File: src/inc/mres_pkg.sv
// Purpose: Shared constants and types of the memory replay event selector.
// Assumes: AXI4-Lite register bus with 32-bit data and 8-bit addresses.
// Notes:   Every register offset, register field position, event code and register reset value lives here.
package mres_pkg;

   ////////////////////////////////////////////////////////////////////////////
   // Register map, byte addresses.
   localparam logic [7:0]  SEL_BASE = 8'h00;   // Eight selection registers.
   localparam logic [7:0]  CFG_BASE = 8'h20;   // Eight configuration regs.
   localparam logic [7:0]  CNT_BASE = 8'h40;   // Eight counters.
   localparam logic [7:0]  MAP_END  = 8'h60;   // First unmapped address.
   localparam int          NUM_SLOT = 8;       // Counters 0-3 and 8-11.

   // Order of the selection registers inside the selection block.
   localparam logic [2:0]  SEL_SPLIT_A = 3'h0; // split_access_select_reg_a.
   localparam logic [2:0]  SEL_SPLIT_B = 3'h1; // split_access_select_reg_b.
   localparam logic [2:0]  SEL_ORD_A   = 3'h2; // ordering_select_reg_a.
   localparam logic [2:0]  SEL_ORD_B   = 3'h3; // ordering_select_reg_b.
   localparam logic [2:0]  SEL_WALK_A  = 3'h4; // walk_select_reg_a.
   localparam logic [2:0]  SEL_WALK_B  = 3'h5; // walk_select_reg_b.
   localparam logic [2:0]  SEL_CACHE_A = 3'h6; // bus_cache_select_reg_a.
   localparam logic [2:0]  SEL_CACHE_B = 3'h7; // bus_cache_select_reg_b.

   ////////////////////////////////////////////////////////////////////////////
   // Field positions.
   localparam int CODE_HI = 31;                // Event code, upper bit.
   localparam int CODE_LO = 25;                // Event code, lower bit.
   localparam int MASK_HI = 24;                // Cause mask, upper bit.
   localparam int MASK_LO = 9;                 // Cause mask, lower bit.
   localparam int CSEL_HI = 15;                // Configuration select, upper.
   localparam int CSEL_LO = 13;                // Configuration select, lower.
   localparam int CNT_EN  = 12;                // Counter enable bit.

   // Event codes and configuration-select codes.
   localparam logic [6:0] CODE_SPLIT_RD = 7'h04;  // Load path retry.
   localparam logic [6:0] CODE_SPLIT_WR = 7'h05;  // Store path retry.
   localparam logic [6:0] CODE_REORDER  = 7'h03;  // Load reorder replay.
   localparam logic [6:0] CODE_WALK     = 7'h01;  // Table walk kind.
   localparam logic [6:0] CODE_CACHE    = 7'h0C;  // Bus queue cache lookup.
   localparam logic [2:0] CSEL_RETRY    = 3'h2;   // Retry and reorder events.
   localparam logic [2:0] CSEL_WALK     = 3'h4;   // Table walk kind.
   localparam logic [2:0] CSEL_CACHE    = 3'h7;   // Bus queue cache lookup.

   // Cause positions inside the mask field.
   localparam int BIT_SPLIT    = 1;            // Split read or split write.
   localparam int BIT_NO_ADDR  = 1;            // Unknown store address.
   localparam int BIT_NO_VALUE = 3;            // Unknown store value.
   localparam int BIT_PARTIAL  = 4;            // Partial byte overlap.
   localparam int BIT_LOW_ADDR = 5;            // Low address mismatch.
   localparam int BIT_DWALK    = 0;            // Data walk.
   localparam int BIT_IWALK    = 1;            // Instruction walk.
   localparam logic [10:0] CACHE_BITS = 11'h73F; // Defined cache mask bits.

   ////////////////////////////////////////////////////////////////////////////
   // Reset values and bus answers.
   localparam logic [31:0] REG_RST     = 32'h00000000; // All registers.
   localparam logic [1:0]  RESP_OKAY   = 2'h0;         // Normal answer.
   localparam logic [1:0]  RESP_SLVERR = 2'h2;         // Unmapped address.

   // Event sources from the memory pipeline, one-cycle pulses or levels.
   typedef struct packed {
      logic        split_read_cause;             // Load split replay.
      logic        split_write_cause;            // Store split replay.
      logic        unknown_store_address_cause;  // Older store, no address.
      logic        unknown_store_value_cause;    // Older store, no value.
      logic        partial_overlap_cause;        // Bytes partly overlap.
      logic        low_address_mismatch_cause;   // Low 4 address bits differ.
      logic        data_walk_cause;              // Data translation miss walk.
      logic        instruction_walk_cause;       // Instruction miss walk.
      logic [10:0] bus_cache_lookup;             // Per cache mask bit.
   } mres_cause_s;

   // Merge write data into a register under the byte strobes.
   function automatic logic [31:0] mres_merge(input logic [31:0] old_v,
                                              input logic [31:0] new_v,
                                              input logic [3:0]  strb);
      logic [31:0] res;
      res = old_v;
      for (int b = 0; b < 4; b++) begin
         if (strb[b]) begin
            res[b*8 +: 8] = new_v[b*8 +: 8];
         end
      end
      return res;
   endfunction

endpackage

File: src/hdl/mres_counter.sv
// Purpose: One qualified event counter with its event matching.
// Assumes: Cause inputs are synchronous to aclk.
// Notes:   SPLIT_GROUP selects counters 8-11 rather than counters 0-3.
`timescale 1ns/10ps

module mres_counter
   import mres_pkg::*;
#(
   parameter bit SPLIT_GROUP = 1'b0           // Split-access counter group.
) (
   input  wire logic        aclk,              // Core clock.
   input  wire logic        aresetn,           // Synchronous reset, low.
   input  wire logic [31:0] sel_split,         // Split-access selection.
   input  wire logic [31:0] sel_ord,           // Ordering selection.
   input  wire logic [31:0] sel_walk,          // Walk selection.
   input  wire logic [31:0] sel_cache,         // Bus cache selection.
   input  wire logic [31:0] cfg,               // Counter configuration.
   input  wire mres_cause_s causes,            // Event sources.
   input  wire logic        wr_en,             // Software load of the count.
   input  wire logic [31:0] wr_data,           // Value to load.
   output logic      [31:0] count              // Current count.
);

   logic [31:0] count_r;
   logic [31:0] count_nxt;
   logic        hit;
   logic [2:0]  csel;
   logic [15:0] reorder_vec;
   logic [15:0] walk_vec;
   logic [15:0] cache_vec;

   assign csel = cfg[CSEL_HI:CSEL_LO];

   // Cause vectors laid out on the mask bit positions.
   always_comb begin
      reorder_vec = 16'h0000;
      walk_vec    = 16'h0000;
      cache_vec   = 16'h0000;
      reorder_vec[BIT_NO_ADDR]  = causes.unknown_store_address_cause;
      reorder_vec[BIT_NO_VALUE] = causes.unknown_store_value_cause;
      reorder_vec[BIT_PARTIAL]  = causes.partial_overlap_cause;
      reorder_vec[BIT_LOW_ADDR] = causes.low_address_mismatch_cause;
      walk_vec[BIT_DWALK]       = causes.data_walk_cause;
      walk_vec[BIT_IWALK]       = causes.instruction_walk_cause;
      cache_vec[10:0]           = causes.bus_cache_lookup & CACHE_BITS;
   end

   // Event match: code, configuration select and any selected cause.
   always_comb begin
      hit = 1'b0;
      if (SPLIT_GROUP) begin
         if (csel == CSEL_RETRY &&
             sel_split[CODE_HI:CODE_LO] == CODE_SPLIT_RD) begin
            hit = sel_split[MASK_LO + BIT_SPLIT] & causes.split_read_cause;
         end
         if (csel == CSEL_RETRY &&
             sel_split[CODE_HI:CODE_LO] == CODE_SPLIT_WR) begin
            hit = sel_split[MASK_LO + BIT_SPLIT] &
                  causes.split_write_cause;
         end
      end else begin
         if (csel == CSEL_RETRY &&
             sel_ord[CODE_HI:CODE_LO] == CODE_REORDER) begin
            hit = |(sel_ord[MASK_HI:MASK_LO] &
                    reorder_vec);
         end
         if (csel == CSEL_WALK &&
             sel_walk[CODE_HI:CODE_LO] == CODE_WALK) begin
            hit = |(sel_walk[MASK_HI:MASK_LO] & walk_vec);
         end
         if (csel == CSEL_CACHE &&
             sel_cache[CODE_HI:CODE_LO] == CODE_CACHE) begin
            hit = |(sel_cache[MASK_HI:MASK_LO] & cache_vec);
         end
      end
   end

   // Next count: a software load wins over an event in the same cycle.
   always_comb begin
      count_nxt = count_r;
      if (wr_en) begin
         count_nxt = wr_data;
      end else if (cfg[CNT_EN] && hit) begin
         count_nxt = count_r + 32'h00000001;
      end
   end

   // Count register.
   always_ff @(posedge aclk) begin
      if (!aresetn) begin
         count_r <= REG_RST;
      end else begin
         count_r <= count_nxt;
      end
   end

   assign count = count_r;

endmodule

File: src/hdl/mres_top.sv
// Purpose: Memory replay event selector with counters behind AXI4-Lite.
// Assumes: One clock, synchronous active-low reset, synchronous event inputs.
// Notes:   Selection, configuration and count registers are word aligned.
//
// Design decisions made here: the placing of the registers and the AXI4-Lite register port.
`timescale 1ns/10ps

////////////////////////////////////////////////////////////////////////////////
// Notes on behaviour
// - Store path retry counts with code 05H, config select 02H, mask bit 1.
// - Load reorder replay uses code 03H with config select 02H.
// - Reorder mask bit 1 selects replays for an unknown store address.
// - Reorder mask bit 3 selects replays for an unknown store value.
// - Reorder mask bit 4 selects replays for partly overlapping bytes.
// - Reorder mask bit 5 selects replays for low address bit mismatch.
// - Table walk kind uses code 01H with config select 04H.
// - Walk mask bit 0 selects walks caused by a data translation miss.
// - Walk mask bit 1 selects walks caused by an instruction miss.
// - Bus cache lookups count by selected access type and result.
// - Reads cover loads and ownership reads, writes cover writebacks.
// - An event counts when any one of the selected causes applies.
// - Split events feed counters 8 to 11, the others counters 0 to 3.
// - Cache mask bits 0-5 are hits by level and state, 8-10 misses.
module mres_top
   import mres_pkg::*;
(
   input  wire logic        aclk,              // Core clock, 10 MHz.
   input  wire logic        aresetn,           // Synchronous reset, low.
   input  wire logic [7:0]  s_axi_awaddr,      // Write address.
   input  wire logic        s_axi_awvalid,     // Write address valid.
   output logic             s_axi_awready,     // Write address ready.
   input  wire logic [31:0] s_axi_wdata,       // Write data.
   input  wire logic [3:0]  s_axi_wstrb,       // Write byte strobes.
   input  wire logic        s_axi_wvalid,      // Write data valid.
   output logic             s_axi_wready,      // Write data ready.
   output logic      [1:0]  s_axi_bresp,       // Write response.
   output logic             s_axi_bvalid,      // Write response valid.
   input  wire logic        s_axi_bready,      // Write response ready.
   input  wire logic [7:0]  s_axi_araddr,      // Read address.
   input  wire logic        s_axi_arvalid,     // Read address valid.
   output logic             s_axi_arready,     // Read address ready.
   output logic      [31:0] s_axi_rdata,       // Read data.
   output logic      [1:0]  s_axi_rresp,       // Read response.
   output logic             s_axi_rvalid,      // Read data valid.
   input  wire logic        s_axi_rready,      // Read data ready.
   input  wire mres_cause_s causes             // Memory pipeline events.
);

   ////////////////////////////////////////////////////////////////////////////
   // Declarations.
   logic        awready_r;
   logic        awready_nxt;
   logic        wready_r;
   logic        wready_nxt;
   logic        bvalid_r;
   logic        bvalid_nxt;
   logic [1:0]  bresp_r;
   logic [1:0]  bresp_nxt;
   logic        aw_held_r;
   logic        aw_held_nxt;
   logic        w_held_r;
   logic        w_held_nxt;
   logic [7:0]  awaddr_r;
   logic [7:0]  awaddr_nxt;
   logic [31:0] wdata_r;
   logic [31:0] wdata_nxt;
   logic [3:0]  wstrb_r;
   logic [3:0]  wstrb_nxt;
   logic        arready_r;
   logic        arready_nxt;
   logic        rvalid_r;
   logic        rvalid_nxt;
   logic [31:0] rdata_r;
   logic [31:0] rdata_nxt;
   logic [1:0]  rresp_r;
   logic [1:0]  rresp_nxt;

   logic [31:0] sel_r   [NUM_SLOT];
   logic [31:0] sel_nxt [NUM_SLOT];
   logic [31:0] cfg_r   [NUM_SLOT];
   logic [31:0] cfg_nxt [NUM_SLOT];
   logic [31:0] cnt_val [NUM_SLOT];
   logic [NUM_SLOT-1:0] cnt_wr;

   logic        aw_take;
   logic        w_take;
   logic        ar_take;
   logic        do_write;
   logic        wr_mapped;
   logic [1:0]  wr_region;
   logic [2:0]  wr_slot;
   logic [31:0] wr_word;
   logic [1:0]  rd_region;
   logic [2:0]  rd_slot;

   ////////////////////////////////////////////////////////////////////////////
   // Handshake terms and address decode.
   assign aw_take   = s_axi_awvalid & awready_r;
   assign w_take    = s_axi_wvalid & wready_r;
   assign ar_take   = s_axi_arvalid & arready_r;
   assign do_write  = aw_held_r & w_held_r & ~bvalid_r;
   assign wr_mapped = (awaddr_r < MAP_END);
   assign wr_region = awaddr_r[6:5];
   assign wr_slot   = awaddr_r[4:2];
   assign rd_region = s_axi_araddr[6:5];
   assign rd_slot   = s_axi_araddr[4:2];

   // Write channel: address and data are taken in either order.
   always_comb begin
      aw_held_nxt = aw_held_r;
      w_held_nxt  = w_held_r;
      awaddr_nxt  = awaddr_r;
      wdata_nxt   = wdata_r;
      wstrb_nxt   = wstrb_r;
      bvalid_nxt  = bvalid_r;
      bresp_nxt   = bresp_r;
      if (aw_take) begin
         aw_held_nxt = 1'b1;
         awaddr_nxt  = s_axi_awaddr;
      end
      if (w_take) begin
         w_held_nxt = 1'b1;
         wdata_nxt  = s_axi_wdata;
         wstrb_nxt  = s_axi_wstrb;
      end
      if (bvalid_r && s_axi_bready) begin
         bvalid_nxt = 1'b0;
      end
      if (do_write) begin
         aw_held_nxt = 1'b0;
         w_held_nxt  = 1'b0;
         bvalid_nxt  = 1'b1;
         bresp_nxt   = wr_mapped ? RESP_OKAY : RESP_SLVERR;
      end
      awready_nxt = ~aw_held_nxt & ~bvalid_nxt;
      wready_nxt  = ~w_held_nxt & ~bvalid_nxt;
   end

   // Write channel registers.
   always_ff @(posedge aclk) begin
      if (!aresetn) begin
         aw_held_r <= 1'b0;
         w_held_r  <= 1'b0;
         awaddr_r  <= 8'h00;
         wdata_r   <= REG_RST;
         wstrb_r   <= 4'h0;
         bvalid_r  <= 1'b0;
         bresp_r   <= RESP_OKAY;
         awready_r <= 1'b0;
         wready_r  <= 1'b0;
      end else begin
         aw_held_r <= aw_held_nxt;
         w_held_r  <= w_held_nxt;
         awaddr_r  <= awaddr_nxt;
         wdata_r   <= wdata_nxt;
         wstrb_r   <= wstrb_nxt;
         bvalid_r  <= bvalid_nxt;
         bresp_r   <= bresp_nxt;
         awready_r <= awready_nxt;
         wready_r  <= wready_nxt;
      end
   end

   ////////////////////////////////////////////////////////////////////////////
   // Selection and configuration registers, written under byte strobes.
   always_comb begin
      wr_word = REG_RST;
      cnt_wr  = '0;
      for (int i = 0; i < NUM_SLOT; i++) begin
         sel_nxt[i] = sel_r[i];
         cfg_nxt[i] = cfg_r[i];
      end
      if (do_write && wr_mapped) begin
         case (wr_region)
            2'h0: begin
               sel_nxt[wr_slot] = mres_merge(sel_r[wr_slot], wdata_r,
                                             wstrb_r);
            end
            2'h1: begin
               cfg_nxt[wr_slot] = mres_merge(cfg_r[wr_slot], wdata_r,
                                             wstrb_r);
            end
            2'h2: begin
               wr_word         = mres_merge(cnt_val[wr_slot], wdata_r,
                                            wstrb_r);
               cnt_wr[wr_slot] = 1'b1;
            end
            default: begin
               wr_word = REG_RST;
            end
         endcase
      end
   end

   // Register file storage.
   always_ff @(posedge aclk) begin
      if (!aresetn) begin
         for (int i = 0; i < NUM_SLOT; i++) begin
            sel_r[i] <= REG_RST;
            cfg_r[i] <= REG_RST;
         end
      end else begin
         for (int i = 0; i < NUM_SLOT; i++) begin
            sel_r[i] <= sel_nxt[i];
            cfg_r[i] <= cfg_nxt[i];
         end
      end
   end

   ////////////////////////////////////////////////////////////////////////////
   // Read channel: data registered one cycle after the address is taken.
   always_comb begin
      rvalid_nxt = rvalid_r;
      rdata_nxt  = rdata_r;
      rresp_nxt  = rresp_r;
      if (rvalid_r && s_axi_rready) begin
         rvalid_nxt = 1'b0;
      end
      if (ar_take) begin
         rvalid_nxt = 1'b1;
         rresp_nxt  = RESP_OKAY;
         if (s_axi_araddr >= MAP_END) begin
            rdata_nxt = REG_RST;
            rresp_nxt = RESP_SLVERR;
         end else begin
            case (rd_region)
               2'h0:    rdata_nxt = sel_r[rd_slot];
               2'h1:    rdata_nxt = cfg_r[rd_slot];
               2'h2:    rdata_nxt = cnt_val[rd_slot];
               default: rdata_nxt = REG_RST;
            endcase
         end
      end
      arready_nxt = ~rvalid_nxt;
   end

   // Read channel registers.
   always_ff @(posedge aclk) begin
      if (!aresetn) begin
         rvalid_r  <= 1'b0;
         rdata_r   <= REG_RST;
         rresp_r   <= RESP_OKAY;
         arready_r <= 1'b0;
      end else begin
         rvalid_r  <= rvalid_nxt;
         rdata_r   <= rdata_nxt;
         rresp_r   <= rresp_nxt;
         arready_r <= arready_nxt;
      end
   end

   ////////////////////////////////////////////////////////////////////////////
   // Counters: slots 0-3 are counters 0-3, slots 4-7 are counters 8-11.
   // Counters 0,1 and 8,9 read the first register of a pair, the rest
   // the second, so an event can only land on its own counters.
   for (genvar k = 0; k < NUM_SLOT; k++) begin : g_cnt
      localparam bit USE_B = (k % 4) >= 2;
      mres_counter #(
         .SPLIT_GROUP (k >= 4)
      ) u_cnt (
         .aclk      (aclk),
         .aresetn   (aresetn),
         .sel_split (USE_B ? sel_r[SEL_SPLIT_B] : sel_r[SEL_SPLIT_A]),
         .sel_ord   (USE_B ? sel_r[SEL_ORD_B]   : sel_r[SEL_ORD_A]),
         .sel_walk  (USE_B ? sel_r[SEL_WALK_B]  : sel_r[SEL_WALK_A]),
         .sel_cache (USE_B ? sel_r[SEL_CACHE_B] : sel_r[SEL_CACHE_A]),
         .cfg       (cfg_r[k]),
         .causes    (causes),
         .wr_en     (cnt_wr[k]),
         .wr_data   (wr_word),
         .count     (cnt_val[k])
      );
   end

   ////////////////////////////////////////////////////////////////////////////
   // Bus outputs, all from flip-flops.
   assign s_axi_awready = awready_r;
   assign s_axi_wready  = wready_r;
   assign s_axi_bvalid  = bvalid_r;
   assign s_axi_bresp   = bresp_r;
   assign s_axi_arready = arready_r;
   assign s_axi_rvalid  = rvalid_r;
   assign s_axi_rdata   = rdata_r;
   assign s_axi_rresp   = rresp_r;

endmodule

File: config.mk
export PLATFORM = sky130hd
export DESIGN_NAME = mres_top
export DESIGN_NICKNAME = d
export VERILOG_FILES = /design/src/inc/mres_pkg.sv /design/src/hdl/mres_counter.sv /design/src/hdl/mres_top.sv
export SDC_FILE = /design/constraint.sdc
export NUM_CORES = 2
export LEC_CHECK = 0
export BUFFER_PORTS_ARGS = -buffer_cell sky130_fd_sc_hd__clkbuf_2
export CORE_UTILIZATION = 35
export DETAILED_ROUTE_END_ITERATION = 8
export SLEW_MARGIN = 10
export SYNTH_ARGS = -nofsm -noshare
export SYNTH_HDL_FRONTEND = slang
export SYNTH_SLANG_ARGS = --single-unit
export TNS_END_PERCENT = 50
File: constraint.sdc
create_clock -name aclk -period 3.1 [get_ports aclk]
set_input_delay 0.62 -clock aclk [delete_from_list [all_inputs] [get_ports aclk]]
set_output_delay 0.62 -clock aclk [all_outputs]
set_load 0.03 [all_outputs]
==> out/results.ini <==
[status]
status = finished, final reports clean

[logic_synthesis]
async_reset_ff_share_pct = 0
netlist_instances = 5394
synth_edf_count = 0
synth.yosys.warnings = 0
synth-seq-cells = 854
yosys_most_used_dff = dfxtp_1
seq_area_frac_synth_pct = 35.6
yosysUniqueCellTypes = 78
syn-cell-area_sq_um = 48000
avgSynthCellArea_sq_um = 8.91

[setup_path]
r2r_cells = 8
r2r-start = sel_r[3][31]
startpoint_type = register
cp.arrival_ns = 3.58
worstReg2RegEnd = g_cnt[3].u_cnt.count[30]
end_kind = register
crit_type = reg -> reg
regToRegSetupSlack_ns = 0.12
cp.required_ns = 3.69
cp_max_fo = 20
slowest_delay_ns = 0.65
cpMostUsedCell = buf_4
crit_chain = or4_1, a2111oi_2, o21bai_2, buf_4, a2111oi_1, buf_4, xnor2_1, a21oi_1
cpMaxStageDelayCell = or4_1

[route]
viasPerCell = 6.17
drt-wirelength-per-cell_um = 27.9
num_vias = 45170
antenna_left = 0
drt_iter0_drc = 6092
dr.pass1.iters = 9
totalWireLength_mm = 204
drc = 0

[timing]
rsz0062_at_grt = no
setup_violations = 0
max_freq_mhz = 335
hold_violations = 0
clock_skew_ns = 0.0450
relSlewSlack_pct = 26.5
report.final.slew_viol_count = 0
worst_pin_slew_ns = 1.10
period_needed_ns = 2.98
finalCritPeriodShare_pct = 96.2
fin_setup_tns_ns = 0

[placed_design]
io_buffers = 110
gp_congestion = 1.03
dpl-instance-area_sq_um = 52200
dp_hpwl_mm = 143
dp_cells = 7140

[clock_network]
clkTransAtPathRegs_ns = 0.06
cts.sinks = 854
post_cts_buffers = 0
cts_buffers = 97
cts-root-buf = clkbuf_16
clockBufferDepth = 3
h-tree-depth = 3
cts_tree = done
clkLatencyLatePin_ns = 0.74

[worst_hold_path]
hold_path_end = wstrb_r[3]
whs_path_depth = 3
min_from = s_axi_wstrb[3]
hold_path_class = in -> reg

[die]
die_w_um = 372
die_h_um = 372
core_area_sq_um = 136000
rows = 135
die_area_sq_um = 139000
ios = 119
start_util_pct = 35.4

[layout]
finalNonFillerCells = 7325
layout-drive-gt1-share_pct = 19.8
layout_common_cells = 933 x nand2_1, 847 x dfxtp_1, 683 x a21oi_1
nets = 5544
syn_to_final_growth_pct = 16.0
fin_area_sq_um = 55700
final_common_cell = nand2_1
fill_cells = 13495

[power_and_ir_drop]
power_mw = 25.7
powerDensity_nw_per_um2 = 462
vdd_drop_max_v = 0.000369
p_leak_nw = 18.9

[global_route]
grtUsageTotal_pct = 28.8
grt_pass1_vias = 41897
overflow = 0
grt_max_degree = 114
antenna_found_initial = 21
grt_pass1_wl_mm = 293

[job]
drv_cap = 0

-- stage by stage --
step / hold WS (ns) / worst slack (ns) / util (%)
6_report: 0.120 / 0.117 / 41.0
5_1_grt: 0.111 / 0.0238 / 41.0
4_1_cts: 0.0786 / 0.0969 / 41.0
3_5_place_dp: 0.450 / 0.108 / 38.5
3_3_place_gp: 0.446 / 0.0916 / 38.5
2_1_floorplan: 0.436 / 0.152 / -
-- flip-flops by register name (all words and copies together) (netlist names), 4 cells and up, named ones only --
register,flops
awaddr_r,6
cfg_r,256
g_cnt.u_cnt.count,256
s_axi_rdata,32
wstrb_r,4
wdata_r,32
sel_r,256
-- synth_stat cells, types with 17 or more instances --
master,instances,area (sq um)
nand3_1,264,1320
nand2_1,939,3520
dfxtp_1,854,17100
mux2i_1,189,1890
and3_1,66,413
a22oi_1,20,150
xor2_1,46,403
buf_2,29,145
a2111oi_0,17,149
a31oi_1,21,131
nand4_1,73,457
and2_1,24,150
clkbuf_1,370,1390
nor2b_1,39,244
nor2_1,316,1190
nor3_1,108,541
buf_1,64,240
a221oi_1,45,394
mux2_2,63,709
a211oi_1,123,923
and4_1,39,342
inv_1,49,184
xnor2_1,139,1220
nor4_1,39,244
a21oi_1,683,3420
mux4_2,367,8270
o21ai_0,170,851
-- what timing repair did --
item / CTS / global route
resized for setup: 0 / 2
setup endpoints to repair: 0 / 2
hold buffers: 0 / 0
-- critical path: cells and delay by family, from the launching register on --
family | cells | cell delay (ns)
compound gates | 4 | 1.29
simple gates | 1 | 0.65
buf+inv | 2 | 0.48
flops | 1 | 0.33
xor+xnor | 1 | 0.10
-- per-layer routing --
layer | global-route usage, % | up-vias | share of wire (%)
met5 | 0 | - | 0.050
met4 | 17.3 | 16 | 6.7
met3 | 9.13 | 559 | 11
met2 | 43.7 | 2467 | 44
met1 | 35.6 | 22191 | 38
li1 | - | 19937 | -
-- worst max path at each step --
stage | from | end | cells past startpoint
2_1_floorplan | s_axi_araddr[2] | s_axi_rdata[10] | 7
3_3_place_gp | s_axi_araddr[3] | s_axi_rdata[31] | 8
3_5_place_dp | sel_r[3][31] | g_cnt[3].u_cnt.count[30] | 8
4_1_cts | sel_r[3][31] | g_cnt[3].u_cnt.count[30] | 8
5_1_grt | sel_r[1][28] | g_cnt[7].u_cnt.count[31] | 7
6_report | sel_r[3][31] | g_cnt[3].u_cnt.count[30] | 8
-- kinds of logic (layout without fill, tap and decap cells) --
group	count (synthesis)	count (layout)	share of synthesized area, %
fa+ha+maj	8	8	0.208
flops	854	854	35.6
buf+inv	523	663	4.23
simple gates	1996	1996	19.0
compound gates	1208	1208	15.0
other cells	1	11	0.00781
xor+xnor	185	185	3.37
mux	619	619	22.6
-- where the power goes --
part	leakage (nW)	internal, mW	switching, mW
registers	6.89	11.0	0.122
clock network	1.72	7.46	5.18
logic	10.2	0.607	1.33
total	18.9	19.1	6.63
-- area by class of cell --
type / instances / area [sq um] / area share [%]
clock inverter: 40 / 611 / 1.10
multi-input combinational: 4018 / 29100 / 52.2
clock buffer: 136 / 2870 / 5.14
inverter: 53 / 206 / 0.370
tap: 1781 / 2230 / 4.00
timing repair buffer: 434 / 3620 / 6.50
antenna: 9 / 22.5 / 0.0404
sequential: 854 / 17100 / 30.7
No activity file was read; power rests on OpenSTA's default activity.
